File: config.mk
export PLATFORM = sky130hd
export DESIGN_NAME = scc_card_ctrl
export DESIGN_NICKNAME = d
export VERILOG_FILES = /design/src/rtl/scc_pkg.sv /design/src/rtl/scc_sync.sv /design/src/rtl/scc_clk_out.sv /design/src/rtl/scc_card_ctrl.sv
export SDC_FILE = /design/constraint.sdc
export NUM_CORES = 1
export LEC_CHECK = 0
export BUFFER_PORTS_ARGS = -buffer_cell sky130_fd_sc_hd__buf_2
export CAP_MARGIN = 20
export CORE_UTILIZATION = 49
export DETAILED_ROUTE_END_ITERATION = 12
export MAX_ROUTING_LAYER = met4
export PLACE_DENSITY = 0.8
export SYNTH_ARGS = -nofsm -noshare
export SYNTH_HDL_FRONTEND = slang
export SYNTH_HIERARCHICAL = 1
export SYNTH_SLANG_ARGS = --single-unit
File: constraint.sdc
create_clock -name clock -period 1.6 [get_ports clock]
set_input_delay 0.08 -clock clock [delete_from_list [all_inputs] [get_ports clock]]
set_output_delay 0.08 -clock clock [all_outputs]
set_load 0.005 [all_outputs]
File: src/rtl/scc_pkg.sv
// Package of the smart card serial channel control and status block.
// Assumes an AXI4-Lite master with 32-bit data and one 100 MHz clock.
//
// Functional notes
// - Transmit-empty interrupt leaves only while control bit 7 is 1.
// - Receive-full and receive-fault interrupts leave only while control bit 6 is 1.
// - Serial transmission runs only while control bit 5 is 1.
// - Serial reception runs only while control bit 4 is 1.
// - Block-output mode 0: 00 frees pin, 01 drives clock, 1X reserved.
// - Block-output mode 1: 00 low, 10 high, 01 and 11 drive clock.
// - Clock select rewrites take effect during operation in block-output mode.
// - Writing 1 to status flags is ignored; software can only clear them.
// - Transmit-empty sets while transmit disabled or when holding moves to shift.
// - Transmit-empty clears by 0 after read 1, or engine writing holding.
// - Receive-full sets when an error-free character moves into holding.
// - Receive-full clears by 0 after read 1, or engine reading holding.
// - Clearing receive enable leaves receive-full unchanged.
// - Transmit-empty is status bit 7 and reads 1 after reset.
// - Overrun sets when a reception completes while receive-full is 1.
package scc_pkg;

  // Register byte offsets.
  localparam logic [4:0] CTRL_OFS   = 5'h00;
  localparam logic [4:0] STATUS_OFS = 5'h04;
  localparam logic [4:0] MODE_OFS   = 5'h08;
  localparam logic [4:0] TXDATA_OFS = 5'h0c;
  localparam logic [4:0] RXDATA_OFS = 5'h10;

  // Control register fields.
  localparam int TX_EMPTY_IRQ_ENABLE = 7;
  localparam int RX_IRQ_ENABLE       = 6;
  localparam int TX_ENABLE_BIT       = 5;
  localparam int RX_ENABLE_BIT       = 4;
  localparam int CLOCK_SEL_HI        = 1;
  localparam int CLOCK_SEL_LO        = 0;
  localparam logic [7:0] CTRL_RESET  = 8'h00;

  // Mode register fields.
  localparam int CARD_MODE_SELECT    = 0;
  localparam int BLOCK_OUTPUT_MODE   = 1;
  localparam int MULTIDROP_FORMAT    = 2;
  localparam logic [2:0] MODE_RESET  = 3'h0;

  // Status register fields.
  localparam int TX_HOLDING_EMPTY    = 7;
  localparam int RX_HOLDING_FULL     = 6;
  localparam int OVERRUN_FAULT       = 5;
  localparam int FRAME_FAULT         = 4;
  localparam int PARITY_FAULT        = 3;
  localparam logic [7:0] FLAG_MASK   = 8'hf8;
  localparam logic [7:0] STATUS_RESET = 8'h80;

  // Bus responses.
  localparam logic [1:0] RESP_OKAY   = 2'h0;
  localparam logic [1:0] RESP_SLVERR = 2'h2;

endpackage

File: src/rtl/scc_sync.sv
// Two-stage synchroniser for a single pin level.
// Assumes the input is asynchronous to clock.
`timescale 1ns/1ps
module scc_sync
(
  // Clock and reset.
  input  wire logic clock,
  input  wire logic nrst,
  // Level in and out.
  input  wire logic pinIn,
  output logic      syncOut
);

  typedef struct packed {
    logic stage1;
    logic stage2;
  } scc_sync_state_type;

  scc_sync_state_type state;
  scc_sync_state_type next_state;

  // The first stage feeds only the second stage.
  always_comb
  begin
    next_state.stage1 = pinIn;
    next_state.stage2 = state.stage1;
  end

  always_ff @(posedge clock or negedge nrst)
  begin
    if (!nrst)
      state <= '0;
    else
      state <= next_state;
  end

  assign syncOut = state.stage2;

endmodule

File: src/rtl/scc_clk_out.sv
// Clock pin driver: decodes the clock select bits into level and enable.
// Assumes runClk is already synchronised to clock.
`timescale 1ns/1ps
module scc_clk_out
(
  // Clock and reset.
  input  wire logic       clock,
  input  wire logic       nrst,
  // Selection.
  input  wire logic       cardMode,
  input  wire logic       blockMode,
  input  wire logic [1:0] clockSel,
  input  wire logic       runClk,
  // Pin.
  output logic            pinOut,
  output logic            pinOe
);

  typedef struct packed {
    logic level;
    logic enable;
  } scc_clk_state_type;

  scc_clk_state_type state;
  scc_clk_state_type next_state;

  // The select bits are read live and registered, so rewrites switch the pin one clock later.
  always_comb
  begin
    next_state = '0;
    if (cardMode && blockMode)
    begin
      next_state.enable = 1'b1;
      if (clockSel[0])
        next_state.level = runClk;
      else
        next_state.level = clockSel[1];
    end
    else if (clockSel == 2'h1)
    begin
      next_state.enable = 1'b1;
      next_state.level  = runClk;
    end
  end

  always_ff @(posedge clock or negedge nrst)
  begin
    if (!nrst)
      state <= '0;
    else
      state <= next_state;
  end

  assign pinOut = state.level;
  assign pinOe  = state.enable;

endmodule

File: src/rtl/scc_card_ctrl.sv
// Control register, status flags and interrupt requests of the serial channel.
// Assumes shift engines and a transfer engine on the same clock; the running
// serial clock arrives from outside the clock domain.
`timescale 1ns/1ps
module scc_card_ctrl
(
  // Clock and reset.
  input  wire logic        clock,
  input  wire logic        nrst,
  // AXI4-Lite write address.
  input  wire logic        awvalid,
  output logic             awready,
  input  wire logic [4:0]  awaddr,
  // AXI4-Lite write data.
  input  wire logic        wvalid,
  output logic             wready,
  input  wire logic [31:0] wdata,
  input  wire logic [3:0]  wstrb,
  // AXI4-Lite write response.
  output logic             bvalid,
  input  wire logic        bready,
  output logic [1:0]       bresp,
  // AXI4-Lite read address.
  input  wire logic        arvalid,
  output logic             arready,
  input  wire logic [4:0]  araddr,
  // AXI4-Lite read data.
  output logic             rvalid,
  input  wire logic        rready,
  output logic [31:0]      rdata,
  output logic [1:0]       rresp,
  // Transmit engine.
  output logic             txEnable,
  output logic [7:0]       txData,
  input  wire logic        txLoad,
  // Receive engine.
  output logic             rxEnable,
  input  wire logic        rxDone,
  input  wire logic [7:0]  rxData,
  input  wire logic        rxParityErr,
  input  wire logic        rxFrameErr,
  // Transfer engine.
  input  wire logic        engineTxWrite,
  input  wire logic [7:0]  engineTxData,
  input  wire logic        engineRxRead,
  // Interrupt requests.
  output logic             txEmptyIrq,
  output logic             rxFullIrq,
  output logic             rxFaultIrq,
  // Clock pin.
  input  wire logic        serialClkIn,
  output logic             sckOut,
  output logic             sckOe
);

  typedef struct packed {
    logic [7:0]  ctrl;
    logic [2:0]  mode;
    logic [7:0]  txHold;
    logic [7:0]  rxHold;
    logic [7:0]  flags;
    logic [7:0]  seen;
    logic        awHave;
    logic [4:0]  awAddr;
    logic        wHave;
    logic [7:0]  wData;
    logic        wLane;
    logic        awReady;
    logic        wReady;
    logic        bValid;
    logic [1:0]  bResp;
    logic        arReady;
    logic        rValid;
    logic [7:0]  rData;
    logic [1:0]  rResp;
    logic        txIrq;
    logic        rxIrq;
    logic        faultIrq;
  } scc_ctrl_state_type;

  scc_ctrl_state_type state;
  scc_ctrl_state_type next_state;
  logic               runClk;

  // Returns true when the offset names a register.
  function automatic logic isMapped(input logic [4:0] ofs);
    isMapped = (ofs == scc_pkg::CTRL_OFS) || (ofs == scc_pkg::STATUS_OFS) ||
               (ofs == scc_pkg::MODE_OFS) || (ofs == scc_pkg::TXDATA_OFS) ||
               (ofs == scc_pkg::RXDATA_OFS);
  endfunction

  scc_sync u_sync
  (
    .clock   (clock),
    .nrst    (nrst),
    .pinIn   (serialClkIn),
    .syncOut (runClk)
  );

  scc_clk_out u_clk_out
  (
    .clock     (clock),
    .nrst      (nrst),
    .cardMode  (state.mode[scc_pkg::CARD_MODE_SELECT]),
    .blockMode (state.mode[scc_pkg::BLOCK_OUTPUT_MODE]),
    .clockSel  (state.ctrl[scc_pkg::CLOCK_SEL_HI:scc_pkg::CLOCK_SEL_LO]),
    .runClk    (runClk),
    .pinOut    (sckOut),
    .pinOe     (sckOe)
  );

  always_comb
  begin
    logic       doWrite;
    logic       doRead;
    logic [7:0] clearMask;
    logic       rxOk;
    doWrite   = 1'b0;
    doRead    = 1'b0;
    clearMask = 8'h00;
    rxOk      = 1'b0;
    next_state = state;

    // Address and data are taken in either order and held until both exist.
    if (awvalid && state.awReady)
    begin
      next_state.awHave = 1'b1;
      next_state.awAddr = {awaddr[4:2], 2'h0};
    end
    if (wvalid && state.wReady)
    begin
      next_state.wHave = 1'b1;
      next_state.wData = wdata[7:0];
      next_state.wLane = wstrb[0];
    end
    if (bready && state.bValid)
      next_state.bValid = 1'b0;
    if (state.awHave && state.wHave && !state.bValid)
    begin
      doWrite           = 1'b1;
      next_state.awHave = 1'b0;
      next_state.wHave  = 1'b0;
      next_state.bValid = 1'b1;
      next_state.bResp  = isMapped(state.awAddr) ? scc_pkg::RESP_OKAY : scc_pkg::RESP_SLVERR;
    end

    // Register writes; a cleared lane leaves the register alone.
    if (doWrite && state.wLane)
    begin
      case (state.awAddr)
        scc_pkg::CTRL_OFS:   next_state.ctrl   = state.wData;
        scc_pkg::MODE_OFS:   next_state.mode   = state.wData[2:0];
        scc_pkg::TXDATA_OFS: next_state.txHold = state.wData;
        scc_pkg::STATUS_OFS: clearMask = ~state.wData & state.seen & scc_pkg::FLAG_MASK;
        default:             clearMask = 8'h00;
      endcase
    end

    // A flag must be read as 1 again before another clear takes effect.
    next_state.flags = state.flags & ~clearMask;
    next_state.seen  = state.seen & ~clearMask;
    if (engineTxWrite)
    begin
      next_state.txHold = engineTxData;
      next_state.flags[scc_pkg::TX_HOLDING_EMPTY] = 1'b0;
    end
    if (engineRxRead)
      next_state.flags[scc_pkg::RX_HOLDING_FULL] = 1'b0;

    // Sets come after clears, so an event in the clearing cycle is kept.
    if (!state.ctrl[scc_pkg::TX_ENABLE_BIT] || txLoad)
      next_state.flags[scc_pkg::TX_HOLDING_EMPTY] = 1'b1;
    if (rxDone && state.ctrl[scc_pkg::RX_ENABLE_BIT])
    begin
      rxOk = !rxParityErr && !rxFrameErr;
      if (state.flags[scc_pkg::RX_HOLDING_FULL])
        next_state.flags[scc_pkg::OVERRUN_FAULT] = 1'b1;
      else if (rxOk)
      begin
        next_state.rxHold = rxData;
        next_state.flags[scc_pkg::RX_HOLDING_FULL] = 1'b1;
      end
      if (rxParityErr)
        next_state.flags[scc_pkg::PARITY_FAULT] = 1'b1;
      if (rxFrameErr)
        next_state.flags[scc_pkg::FRAME_FAULT] = 1'b1;
    end

    // Read channel; a status read arms the clear of each flag seen at 1.
    if (rready && state.rValid)
      next_state.rValid = 1'b0;
    if (arvalid && state.arReady)
    begin
      doRead            = 1'b1;
      next_state.rValid = 1'b1;
      next_state.rResp  = isMapped({araddr[4:2], 2'h0}) ? scc_pkg::RESP_OKAY : scc_pkg::RESP_SLVERR;
    end
    if (doRead)
    begin
      case ({araddr[4:2], 2'h0})
        scc_pkg::CTRL_OFS:   next_state.rData = state.ctrl;
        scc_pkg::MODE_OFS:   next_state.rData = {5'h00, state.mode};
        scc_pkg::TXDATA_OFS: next_state.rData = state.txHold;
        scc_pkg::RXDATA_OFS: next_state.rData = state.rxHold;
        scc_pkg::STATUS_OFS:
        begin
          next_state.rData = state.flags & scc_pkg::FLAG_MASK;
          next_state.seen  = next_state.seen | (state.flags & scc_pkg::FLAG_MASK);
        end
        default:             next_state.rData = 8'h00;
      endcase
    end

    // Ready flags are registered so every bus output comes from a flip-flop.
    next_state.awReady = !next_state.awHave && !doWrite;
    next_state.wReady  = !next_state.wHave && !doWrite;
    next_state.arReady = !next_state.rValid;

    // Interrupt requests follow the new flag values and enables.
    next_state.txIrq = next_state.flags[scc_pkg::TX_HOLDING_EMPTY] &&
                       next_state.ctrl[scc_pkg::TX_EMPTY_IRQ_ENABLE];
    next_state.rxIrq = next_state.flags[scc_pkg::RX_HOLDING_FULL] &&
                       next_state.ctrl[scc_pkg::RX_IRQ_ENABLE];
    next_state.faultIrq = (next_state.flags[scc_pkg::OVERRUN_FAULT] ||
                           next_state.flags[scc_pkg::FRAME_FAULT] ||
                           next_state.flags[scc_pkg::PARITY_FAULT]) &&
                          next_state.ctrl[scc_pkg::RX_IRQ_ENABLE];
  end

  always_ff @(posedge clock or negedge nrst)
  begin
    if (!nrst)
    begin
      state         <= '0;
      state.ctrl    <= scc_pkg::CTRL_RESET;
      state.mode    <= scc_pkg::MODE_RESET;
      state.flags   <= scc_pkg::STATUS_RESET;
      state.awReady <= 1'b1;
      state.wReady  <= 1'b1;
      state.arReady <= 1'b1;
    end
    else
      state <= next_state;
  end

  // Outputs come straight from state flip-flops.
  assign awready    = state.awReady;
  assign wready     = state.wReady;
  assign bvalid     = state.bValid;
  assign bresp      = state.bResp;
  assign arready    = state.arReady;
  assign rvalid     = state.rValid;
  assign rdata      = {24'h000000, state.rData};
  assign rresp      = state.rResp;
  assign txEnable   = state.ctrl[scc_pkg::TX_ENABLE_BIT];
  assign rxEnable   = state.ctrl[scc_pkg::RX_ENABLE_BIT];
  assign txData     = state.txHold;
  assign txEmptyIrq = state.txIrq;
  assign rxFullIrq  = state.rxIrq;
  assign rxFaultIrq = state.faultIrq;

endmodule

==> impl_results.md, run 1 <==
* Antenna Cells at 0
* Share of the clock period used by the worst path at 0.994
* Final setup violation count at 0
* Clock network latency to the later pin of the worst-skew pair at 0.35 ns
* Multiplexer fraction of the synthesized cell area at 0.192
* Highest signal layer in the routed design: met4
* Synth Area in Compound Gates at 0.0789
* Net count of the finished layout at 467
* CTS H-tree depth at 3
* Proportion of layout cells with a drive suffix above 1 at 0.442
* Type of the worst min-delay path: in -> reg
* Capturing element type of the critical path: flop
* Iteration count of the initial detailed-routing pass at 4
* Root buffer selected by CTS: sky130_fd_sc_hd__clkbuf_8
* Post-CTS clock slew at the launch and capture registers of the worst setup and hold paths at 0.07 ns
* CP Data Required Time at 1.83 ns
* Post-detailed-routing wire length at 7280 µm
* Number of instances in the synthesized netlist at 284
* Vias in the first global route at 2441
* CTS tree: built
* Yosys cell types at 39
* Remaining design rule violation count at 0
* Mean area per synthesized cell at 12.3 µm²
* Worst vdd rail ir drop at between 0.001 and 0.0015 V
* Dominant combinational cell family by area after synthesis: multiplexers
* Main flop type after synthesis: sky130_fd_sc_hd__dfrtp_1
* Die outline height at 86.4 µm
* Number of synthesis warnings at 6
* Synthesis-stage register bit count at 73
* Top area cells in the synthesized netlist: sky130_fd_sc_hd__dfrtp_1 50%, sky130_fd_sc_hd__mux2_2 18%, sky130_fd_sc_hd__buf_4 9.5%
* Vias post-DR at 2427
* Post-synthesis share of cell area spent on and, or, nand and nor gates at 0.0886
* Clock tree buffer depth at 2
* Highest-count cells in the layout ignoring fill and taps: 74 x sky130_fd_sc_hd__buf_2, 69 x sky130_fd_sc_hd__dfrtp_1, 55 x sky130_fd_sc_hd__mux2_2, 34 x sky130_fd_sc_hd__dlygate4sd3_1, 26 x sky130_fd_sc_hd__conb_1
* Final Max Slew Viols at 0
* Number of flops mapped to enable cells by yosys at 0
* Commonest non-fill, non-tap cell in the layout: sky130_fd_sc_hd__buf_2
* Wire length per cell after detailed routing at ~15 µm
* Growth of design area from synthesis to finish at 25.0%
* Total of buffers placed on input and output ports at 74
* Die width at around 86 µm
* Fraction of synthesized cell area taken by the top area cell type at 0.495
* I/O pins at between 100 and 150
* TritonCTS buffer count at 9
* Routed Antenna Nets at 0
* Ratio of routed vias to standard cells at 4.93
* Synthesized cell area at 0.00349 mm²
* DRC violation total after the first TritonRoute iteration at 148
* Cell taking the most area after synthesis: sky130_fd_sc_hd__dfrtp_1
* Placeable core area at 0.00683 mm²
* Arrival time of data at the critical path endpoint at 1.82 ns
* Clk sinks at 73
* FFs w/ async S/R, synth at 1.00
* M1 wire length at 3180 µm
* Final Hold Viols at 0
* Adder and majority cell fraction of the synthesized area at 0
* Status: finished, final reports clean
* Starting density of the core at 0.510
* XOR/XNOR Fraction of Synth Area at 0
* Power per cell area at 1410 mW/mm²
* Leakage power figure at 0.00209 µW
* Largest net degree at the start of global routing at 74
* Sequential fraction of the synthesis area at 0.525
* Final sum of negative setup slack at 0 ns
* Max FO, Critical Path at 8
* Clock skew after layout at 0.00873 ns
* Setup repair after global routing missed its margin: true
* Area of the die at 0.00746 mm²
* Highest Clock Rate at 0.629 GHz
* Met3 wirelength from detailed routing at 450 µm
* Routability congestion estimate from global placement at 0.813
* Min cycle time layout at 1.59 ns
* Half-perimeter wire length of the detailed placement result at 4970 µm
* Initial antenna violation count at 0
* Maximum Capacitance Violations at 0
* Total number of placement rows at 30
* Worst Setup Start Kind: flop
* Global Route Usage Sum at 0.219
* Met2 WL at 3530 µm
* Final hold slack at 0.0125 ns
* Leftover overflow at the end of global routing at 0
* Worst setup path category: reg -> reg
* Wire length of the first global-routing pass at 11800 µm
## registers in the layout (all words and copies together), names as in the netlist
name	flops
rresp	1
rxFaultIrq	1
txEmptyIrq	1
txEnable	1
bresp	1
u_clk_out/pinOut	1
u_clk_out/pinOe	1
rxFullIrq	1
rxEnable	1
awready	1
u_sync/syncOut	1
wready	1
u_sync/next_state	1
txData	8
rdata	8
arready	1
state	41
bvalid	1
rvalid	1
## final timing paths
| kind | startpoint | to | slack, ns | cells past startpoint |
|---|---|---|---|---|
| worst max-delay path | state[34]$_DFFE_PN0P_ | txData[7]$_DFFE_PN0P_ | 0.01 | 4 |
| worst min-delay path | bready | bvalid$_DFFE_PN0P_ | 0.01 | 3 |
| worst max register to register | state[34]$_DFFE_PN0P_ | txData[7]$_DFFE_PN0P_ | 0.01 | 4 |
| worst min register to register | u_sync/next_state[0]$_DFF_PN0_ | u_sync/syncOut$_DFF_PN0_ | 0.36 | 0 |
| max in group asynchronous | nrst | awready$_DFF_PN1_ | 0.97 | 3 |
| min in group asynchronous | nrst | rdata[0]$_DFFE_PN0P_ | 0.30 | 3 |
## per-stage QoR
step            util  cell area (µm²)  power, µW  instances  worst slack [ns]
6_report       0.638             4360       6150        492            0.0101
5_1_grt        0.638             4360       6520        492           -0.0599
4_1_cts        0.638             4360       6150        492          -0.00539
3_5_place_dp   0.558             3810       4640        441           -0.0164
3_3_place_gp   0.558             3810       4530        441            0.0322
2_1_floorplan      -             3580       4130        309            0.0696
## cell usage after synthesis, types with 5 or more instances
cell type	instances
sky130_fd_sc_hd__dfrtp_1	69
sky130_fd_sc_hd__mux2_2	55
sky130_fd_sc_hd__buf_4	44
sky130_fd_sc_hd__nand2_1	22
sky130_fd_sc_hd__o21ai_0	14
sky130_fd_sc_hd__inv_1	8
sky130_fd_sc_hd__a2bb2oi_1	7
sky130_fd_sc_hd__nor2_1	6
sky130_fd_sc_hd__a22oi_1	5
sky130_fd_sc_hd__mux2i_1	5
sky130_fd_sc_hd__nand3_1	5
## layout make-up
class	instances	area, µm²
well taps	96	120
flip-flops and latches	73	1830
fillers	543	2470
clock inverters	6	57.6
repair buffers	122	828
multi-input cells	177	1360
clock buffers	10	138
inverters	8	30.0
## routing by layer
layer	vias to the layer above	global-route usage
met5	-	-
met4	0	0.0697
met3	10	0.0581
met2	93	0.352
met1	1184	0.273
li1	1140	-
## repair_timing
action,CTS,global route
gates resized for setup,0,4
setup endpoints to repair,9,15
hold buffers,34,0
endpoints found under the hold margin,103,0
setup buffers,1,0
pin swaps,1,1
## worst max-delay path, cell delays in order (launching register included)
cell and delay [ns]:
sky130_fd_sc_hd__dfrtp_1 0.41, sky130_fd_sc_hd__and2b_2 0.28, sky130_fd_sc_hd__nand4_4 0.19, sky130_fd_sc_hd__mux2_2 0.33, sky130_fd_sc_hd__mux2_2 0.27
## cells by family after synthesis
group           count (synthesis)
mux                            60
buf+inv                        59
compound gates                 40
other cells                     1
simple gates                   51
flops                          73
## power by group
group          switching, µW  leakage, µW  internal (µW)
Sequential               491     0.000889           2510
Combinational            714      0.00110            991
Clock                    690     0.000102            751
Power figures use the tool's default switching activity.
==> run 2, diff against run 1 <==
- CORE_UTILIZATION: 49 -> 34
- PLACE_DENSITY: 0.8 -> default
==> impl_results.md, run 2 (synthesized netlist as in run 1, its figures left out) <==
* Status: complete, but fails checks
* Clock skew after layout at roughly 0.012 ns
* CP Data Required Time at 1.84 ns
* # placed instances at 480
* CTS H-tree depth at 3
* Worst vdd rail ir drop at 0.000714 V
* Max FO, Critical Path at 6
* Final Hold Viols at 0
* Maximum Capacitance Violations at 0
* Die width at 103 µm
* Leftover overflow at the end of global routing at 0
* I/O pins at between 100 and 150
* Total number of placement rows at 36
* Initial antenna violation count at 0
* Iteration count of the initial detailed-routing pass at 4
* Final setup violation count at 1
* Largest register FFs at 41
* Root buffer selected by CTS: sky130_fd_sc_hd__clkbuf_8
* Net count of the finished layout at around 470
* TritonCTS buffer count at 9
* Type of the worst min-delay path: in -> reg
* Ratio of routed vias to standard cells at 4.52
* Commonest non-fill, non-tap cell in the layout: sky130_fd_sc_hd__buf_2
* Clock tree buffer depth at 2
* Starting density of the core at 0.354
* Remaining design rule violation count at 0
* DRC violation total after the first TritonRoute iteration at 114
* Proportion of layout cells with a drive suffix above 1 at 0.440
* Vias in the first global route at 2460
* Failing checks: negative setup slack
* Global Route Usage Sum at 0.159
* Leakage power figure at between 0.002 and 0.0025 µW
* Area of the die at between 0.01 and 0.015 mm²
* Setup repair after global routing missed its margin: true
* Worst Setup Start Kind: flop
* Largest net degree at the start of global routing at 39
* Worst setup path category: reg -> reg
* Growth of design area from synthesis to finish at 28.2%
* Vias post-DR at 2409
* PnR worst setup slack at -0.00770 ns
* Clock network latency to the later pin of the worst-skew pair at approximately 0.35 ns
* CTS tree: built
* Routed Antenna Nets at 0
* Post-detailed-routing wire length at 7410 µm
* Total of buffers placed on input and output ports at 74
* Half-perimeter wire length of the detailed placement result at roughly 5400 µm
* Die outline height at 103 µm
* Clk sinks at between 70 and 80
* Capturing element type of the critical path: flop
* Total power after layout at approximately 6200 µW
* Post-CTS clock slew at the launch and capture registers of the worst setup and hold paths at ~0.080 ns
* Placeable core area at a little under 0.01 mm²
* Register with the most flip-flops: state
* Final hold slack at 0.0399 ns
* Wire length per cell after detailed routing at 13.9 µm
* Arrival time of data at the critical path endpoint at 1.85 ns
* Wire length of the first global-routing pass at roughly 12000 µm
* Power per cell area at 1390 mW/mm²
* Antenna Cells at 0
* Routability congestion estimate from global placement at 0.771
* Final standard cell count with taps included and fillers excluded at 533
* Highest-count cells in the layout ignoring fill and taps: 74 x sky130_fd_sc_hd__buf_2, 69 x sky130_fd_sc_hd__dfrtp_1, 55 x sky130_fd_sc_hd__mux2_2, 35 x sky130_fd_sc_hd__dlygate4sd3_1, 26 x sky130_fd_sc_hd__conb_1
* Min cycle time layout at around 1.6 ns
* Filler cell count at 929
* Highest Clock Rate at between 0.6 and 0.7 GHz
* Final Max Slew Viols at 0
* Share of the clock period used by the worst path at 1.00
[run 2: changes by cell type in the layout (fill, tap and decap cells not counted)]
cell	change
sky130_fd_sc_hd__buf_4	+1
sky130_fd_sc_hd__mux2i_1	+1
sky130_fd_sc_hd__clkbuf_8	+1
sky130_fd_sc_hd__dlygate4sd3_1	+1
sky130_fd_sc_hd__clkbuf_1	+1
sky130_fd_sc_hd__clkinv_4	+1
sky130_fd_sc_hd__mux2i_2	-1
sky130_fd_sc_hd__buf_12	+2
sky130_fd_sc_hd__clkinv_2	-3
[run 2: timing repair]
item / CTS / global route
endpoints found under the hold margin: 70 / 0
hold buffers: 35 / 0
endpoints found under the setup margin: 3 / 19
setup buffers: 0 / 2
gates resized for setup: 0 / 3
pin swaps: 1 / 1
[run 2: path summary, 6_finish.rpt]
kind	start	slack, ns	cells past startpoint	to
worst max-delay path	state[29]$_DFF_PN0_	-0.008	5	txEmptyIrq$_DFF_PN0_
worst min-delay path	rxDone	0.04	3	state[48]$_DFF_PN0_
worst max register to register	state[29]$_DFF_PN0_	-0.008	5	txEmptyIrq$_DFF_PN0_
worst min register to register	u_sync/next_state[0]$_DFF_PN0_	0.36	0	u_sync/syncOut$_DFF_PN0_
max in group asynchronous	nrst	0.80	3	arready$_DFF_PN1_
min in group asynchronous	nrst	0.20	2	state[70]$_DFFE_PN0P_
[run 2: per-layer routing]
metal,global-route usage,share of wire,wire length (µm),up-vias
met5,-,0,0,-
met4,0.0390,0.0089,66,0
met3,0.0531,0.059,439,9
met2,0.249,0.47,3460,91
met1,0.199,0.46,3440,1163
li1,-,-,-,1146
[run 2: per-stage QoR]
| stage | setup TNS (ns) | instance area (µm²) | util | worst slack (ns) |
|---|---|---|---|---|
| floorplan | 0 | 3580 | - | 0.0696 |
| global route | -0.623 | 4470 | 0.453 | -0.0513 |
| global placement | 0 | 3900 | 0.395 | 0.0234 |
| detailed placement | 0 | 3900 | 0.395 | 0.00242 |
| CTS | 0 | 4460 | 0.452 | 0.00214 |
| finish | -0.00770 | 4470 | 0.453 | -0.00770 |
[run 2: area by class of cell]
type	count	area (µm²)	share of cell area
Sequential cell	73	1830	0.410
Multi-Input combinational cell	177	1350	0.302
Timing Repair Buffer	126	886	0.198
Tap cell	133	166	0.0372
Clock buffer	12	155	0.0347
Clock inverter	4	51.3	0.0115
Inverter	8	30.0	0.00672
[run 2: worst max-delay path, stage by stage (launching register included)]
cell                      delay, ns
sky130_fd_sc_hd__dfrtp_1       0.40
sky130_fd_sc_hd__and3b_2       0.27
sky130_fd_sc_hd__buf_4         0.15
sky130_fd_sc_hd__nand3_2       0.16
sky130_fd_sc_hd__mux2_2        0.37
sky130_fd_sc_hd__and2_4        0.15
[run 2: report_power, final]
part | internal, µW | total [µW] | switching (µW) | leakage (µW)
logic | 1030 | 1740 | 708 | 0.00113
clock network | 806 | 1480 | 670 | 0.000103
registers | 2510 | 2990 | 479 | 0.000889
==> run 3, diff against run 2 <==
- CORE_UTILIZATION: 34 -> 51
- CTS_BUF_LIST: default -> sky130_fd_sc_hd__clkbuf_8
- PLACE_DENSITY: default -> 0.83
==> impl_results.md, run 3 (synthesized netlist as in run 1, its figures left out) <==
* Status: complete, but fails checks
* Failing checks: design-rule violations, negative setup slack
* Highest-count cells in the layout ignoring fill and taps: 74 x sky130_fd_sc_hd__buf_2, 69 x sky130_fd_sc_hd__dfrtp_1, 53 x sky130_fd_sc_hd__mux2_2, 35 x sky130_fd_sc_hd__dlygate4sd3_1, 26 x sky130_fd_sc_hd__conb_1
* Register with the most flip-flops: state
* Final standard cell count with taps included and fillers excluded at 475
* Worst setup path category: reg -> reg
* FF-to-FF Start: bvalid$_DFFE_PN0P_
* Starting density of the core at 0.540
* Largest net degree at the start of global routing at 31
* Proportion of layout cells with a drive suffix above 1 at 0.437
* Type of the worst min-delay path: in -> reg
* I/O pins at 132
* Power per cell area at 1420 mW/mm²
* Initial antenna violation count at 0
* Global Route Usage Sum at 0.238
* Delay contributed by the slowest stage of the critical path at 0.38 ns
* Iteration count of the initial detailed-routing pass at 11
* Clock tree buffer depth at 2
* Share of the clock period used by the worst path at 1.03
* Post-detailed-routing wire length at between 7000 and 8000 µm
* Number of gates on the worst path with buffers counted at 4
* Area of the die at 0.00717 mm²
* Post-CTS clock slew at the launch and capture registers of the worst setup and hold paths at 0.08 ns
* PnR worst setup slack at -0.0544 ns
* Placed standard-cell area at ~0.0038 mm²
* Startpoint of the most critical hold path: rxDone
* Wire length of the first global-routing pass at approximately 13000 µm
* # placed instances at 423
* Final Hold Viols at 0
* Leakage power figure at 0.00213 µW
* Pre-CTS setup slack at -0.0226 ns
* Antenna Cells at 0
* Vias in the first global route at 2607
* Min cycle time layout at 1.65 ns
* Commonest non-fill, non-tap cell in the layout: sky130_fd_sc_hd__buf_2
* Cell depth of the worst min-delay path at 3
* Placeable core area at between 0.006 and 0.007 mm²
* Routed Antenna Nets at 0
* Final setup violation count at 9
* Most repeated library cell on the critical path: sky130_fd_sc_hd__mux2_4
* Leftover overflow at the end of global routing at 0
* DRC violation total after the first TritonRoute iteration at 98
* Vias post-DR at 2465
* CTS H-tree depth at 3
* Half-perimeter wire length of the detailed placement result at between 5000 and 6000 µm
* Clk sinks at 73
* Maximum Capacitance Violations at 0
* CP Data Required Time at 1.83 ns
* Capturing element type of the critical path: flop
* Total number of placement rows at 29
* Series of cell instances along the critical path: and3b_2, nand4_4, mux2_4, mux2_4
* Post-route design area at 0.00439 mm²
* Worst vdd rail ir drop at 0.00102 V
* Largest register FFs at 41
* Die width at between 80 and 90 µm
* Net count of the finished layout at 469
* Die outline height at 84.7 µm
* Cells on worst reg2reg path at 4
* Arrival time of data at the critical path endpoint at 1.89 ns
* Clock network latency to the later pin of the worst-skew pair at 0.35 ns
* Worst setup path start: bvalid$_DFFE_PN0P_
* Crit-path slowest cell: sky130_fd_sc_hd__dfrtp_1
* Root buffer selected by CTS: sky130_fd_sc_hd__clkbuf_8
* Highest Clock Rate at ~0.60 GHz
* Max FO, Critical Path at 8
* TritonCTS buffer count at 9
* Number of buffers and inverters on the critical path at 0
* Clock skew after layout at 0.00867 ns
* Ratio of routed vias to standard cells at 5.19
* Wire length per cell after detailed routing at ~16 µm
* Total of buffers placed on input and output ports at 74
* Setup repair after global routing missed its margin: true
* Growth of design area from synthesis to finish at 25.9%
* Worst Setup Start Kind: flop
* Routability congestion estimate from global placement at approximately 0.86
* Kind of cell with the highest combined delay on the critical path: multiplexers
* Remaining design rule violation count at 8
* CTS tree: built
* Final Max Slew Viols at 0
## run 3: cell count changes in the layout (fill, tap and decap cells not counted), moves of 2 or more
| cell | previous run | this run |
|---|---|---|
| sky130_fd_sc_hd__buf_4 | 14 | 12 |
| sky130_fd_sc_hd__inv_1 | 8 | 10 |
| sky130_fd_sc_hd__o21ai_1 | 3 | 0 |
| sky130_fd_sc_hd__o21ai_0 | 11 | 14 |
| sky130_fd_sc_hd__mux2_4 | 0 | 2 |
| sky130_fd_sc_hd__mux2_2 | 55 | 53 |
## run 3: per-layer routing
| layer | vias up | wire (µm) | track usage |
|---|---|---|---|
| li1 | 1143 | - | - |
| met1 | 1228 | 3140 | 0.277 |
| met2 | 88 | 4030 | 0.405 |
| met3 | 6 | 352 | 0.0619 |
| met4 | 0 | 63 | 0.0770 |
| met5 | - | 0 | - |
## run 3: what timing repair did
item | in CTS | in global routing
buffers inserted | 0 | 1
pin swaps | 1 | 1
hold endpoints to repair | 51 | 0
hold buffers | 35 | 0
endpoints found under the setup margin | 12 | 14
gates cloned | 0 | 0
resized for setup | 1 | 4
## run 3: where the power goes
part | total [µW] | switching [µW] | internal [µW]
sequential | 3010 | 504 | 2510
clock | 1420 | 668 | 754
combinational | 1780 | 751 | 1030
## run 3: cell type report
cell class	count	area, µm²
Clock inverter	6	60.1
Timing Repair Buffer	124	862
Fill cell	490	2070
Inverter	8	30.0
Tap cell	77	96.3
Clock buffer	10	138
Multi-Input combinational cell	177	1370
Sequential cell	73	1830
## run 3: through the flow
stage	total power, µW	TNS [ns]	util	hold WS [ns]
final	6220	-0.277	0.680	0.0361
after detailed placement	4670	-0.0924	0.590	0.0442
after global routing	6570	-0.729	0.680	0.0434
after CTS	6170	-0.141	0.675	0.0249
after floorplan	4130	0	-	-0.216
after global placement	4560	0	0.590	0.0425
## run 3: worst register-to-register path: stages (launching register included)
cell and delay [ns]:
sky130_fd_sc_hd__dfrtp_1 0.38, sky130_fd_sc_hd__and3b_2 0.35, sky130_fd_sc_hd__nand4_4 0.20, sky130_fd_sc_hd__mux2_4 0.35, sky130_fd_sc_hd__mux2_4 0.26
## run 3: worst paths after layout
kind | to | slack, ns
setup / recovery | txData[2]$_DFFE_PN0P_ | -0.05
hold / removal | state[47]$_DFF_PN0_ | 0.04
setup reg to reg | txData[2]$_DFFE_PN0P_ | -0.05
hold reg to reg | u_sync/syncOut$_DFF_PN0_ | 0.38
max in group asynchronous | state[51]$_DFF_PN1_ | 0.80
min in group asynchronous | rdata[2]$_DFFE_PN0P_ | 0.22
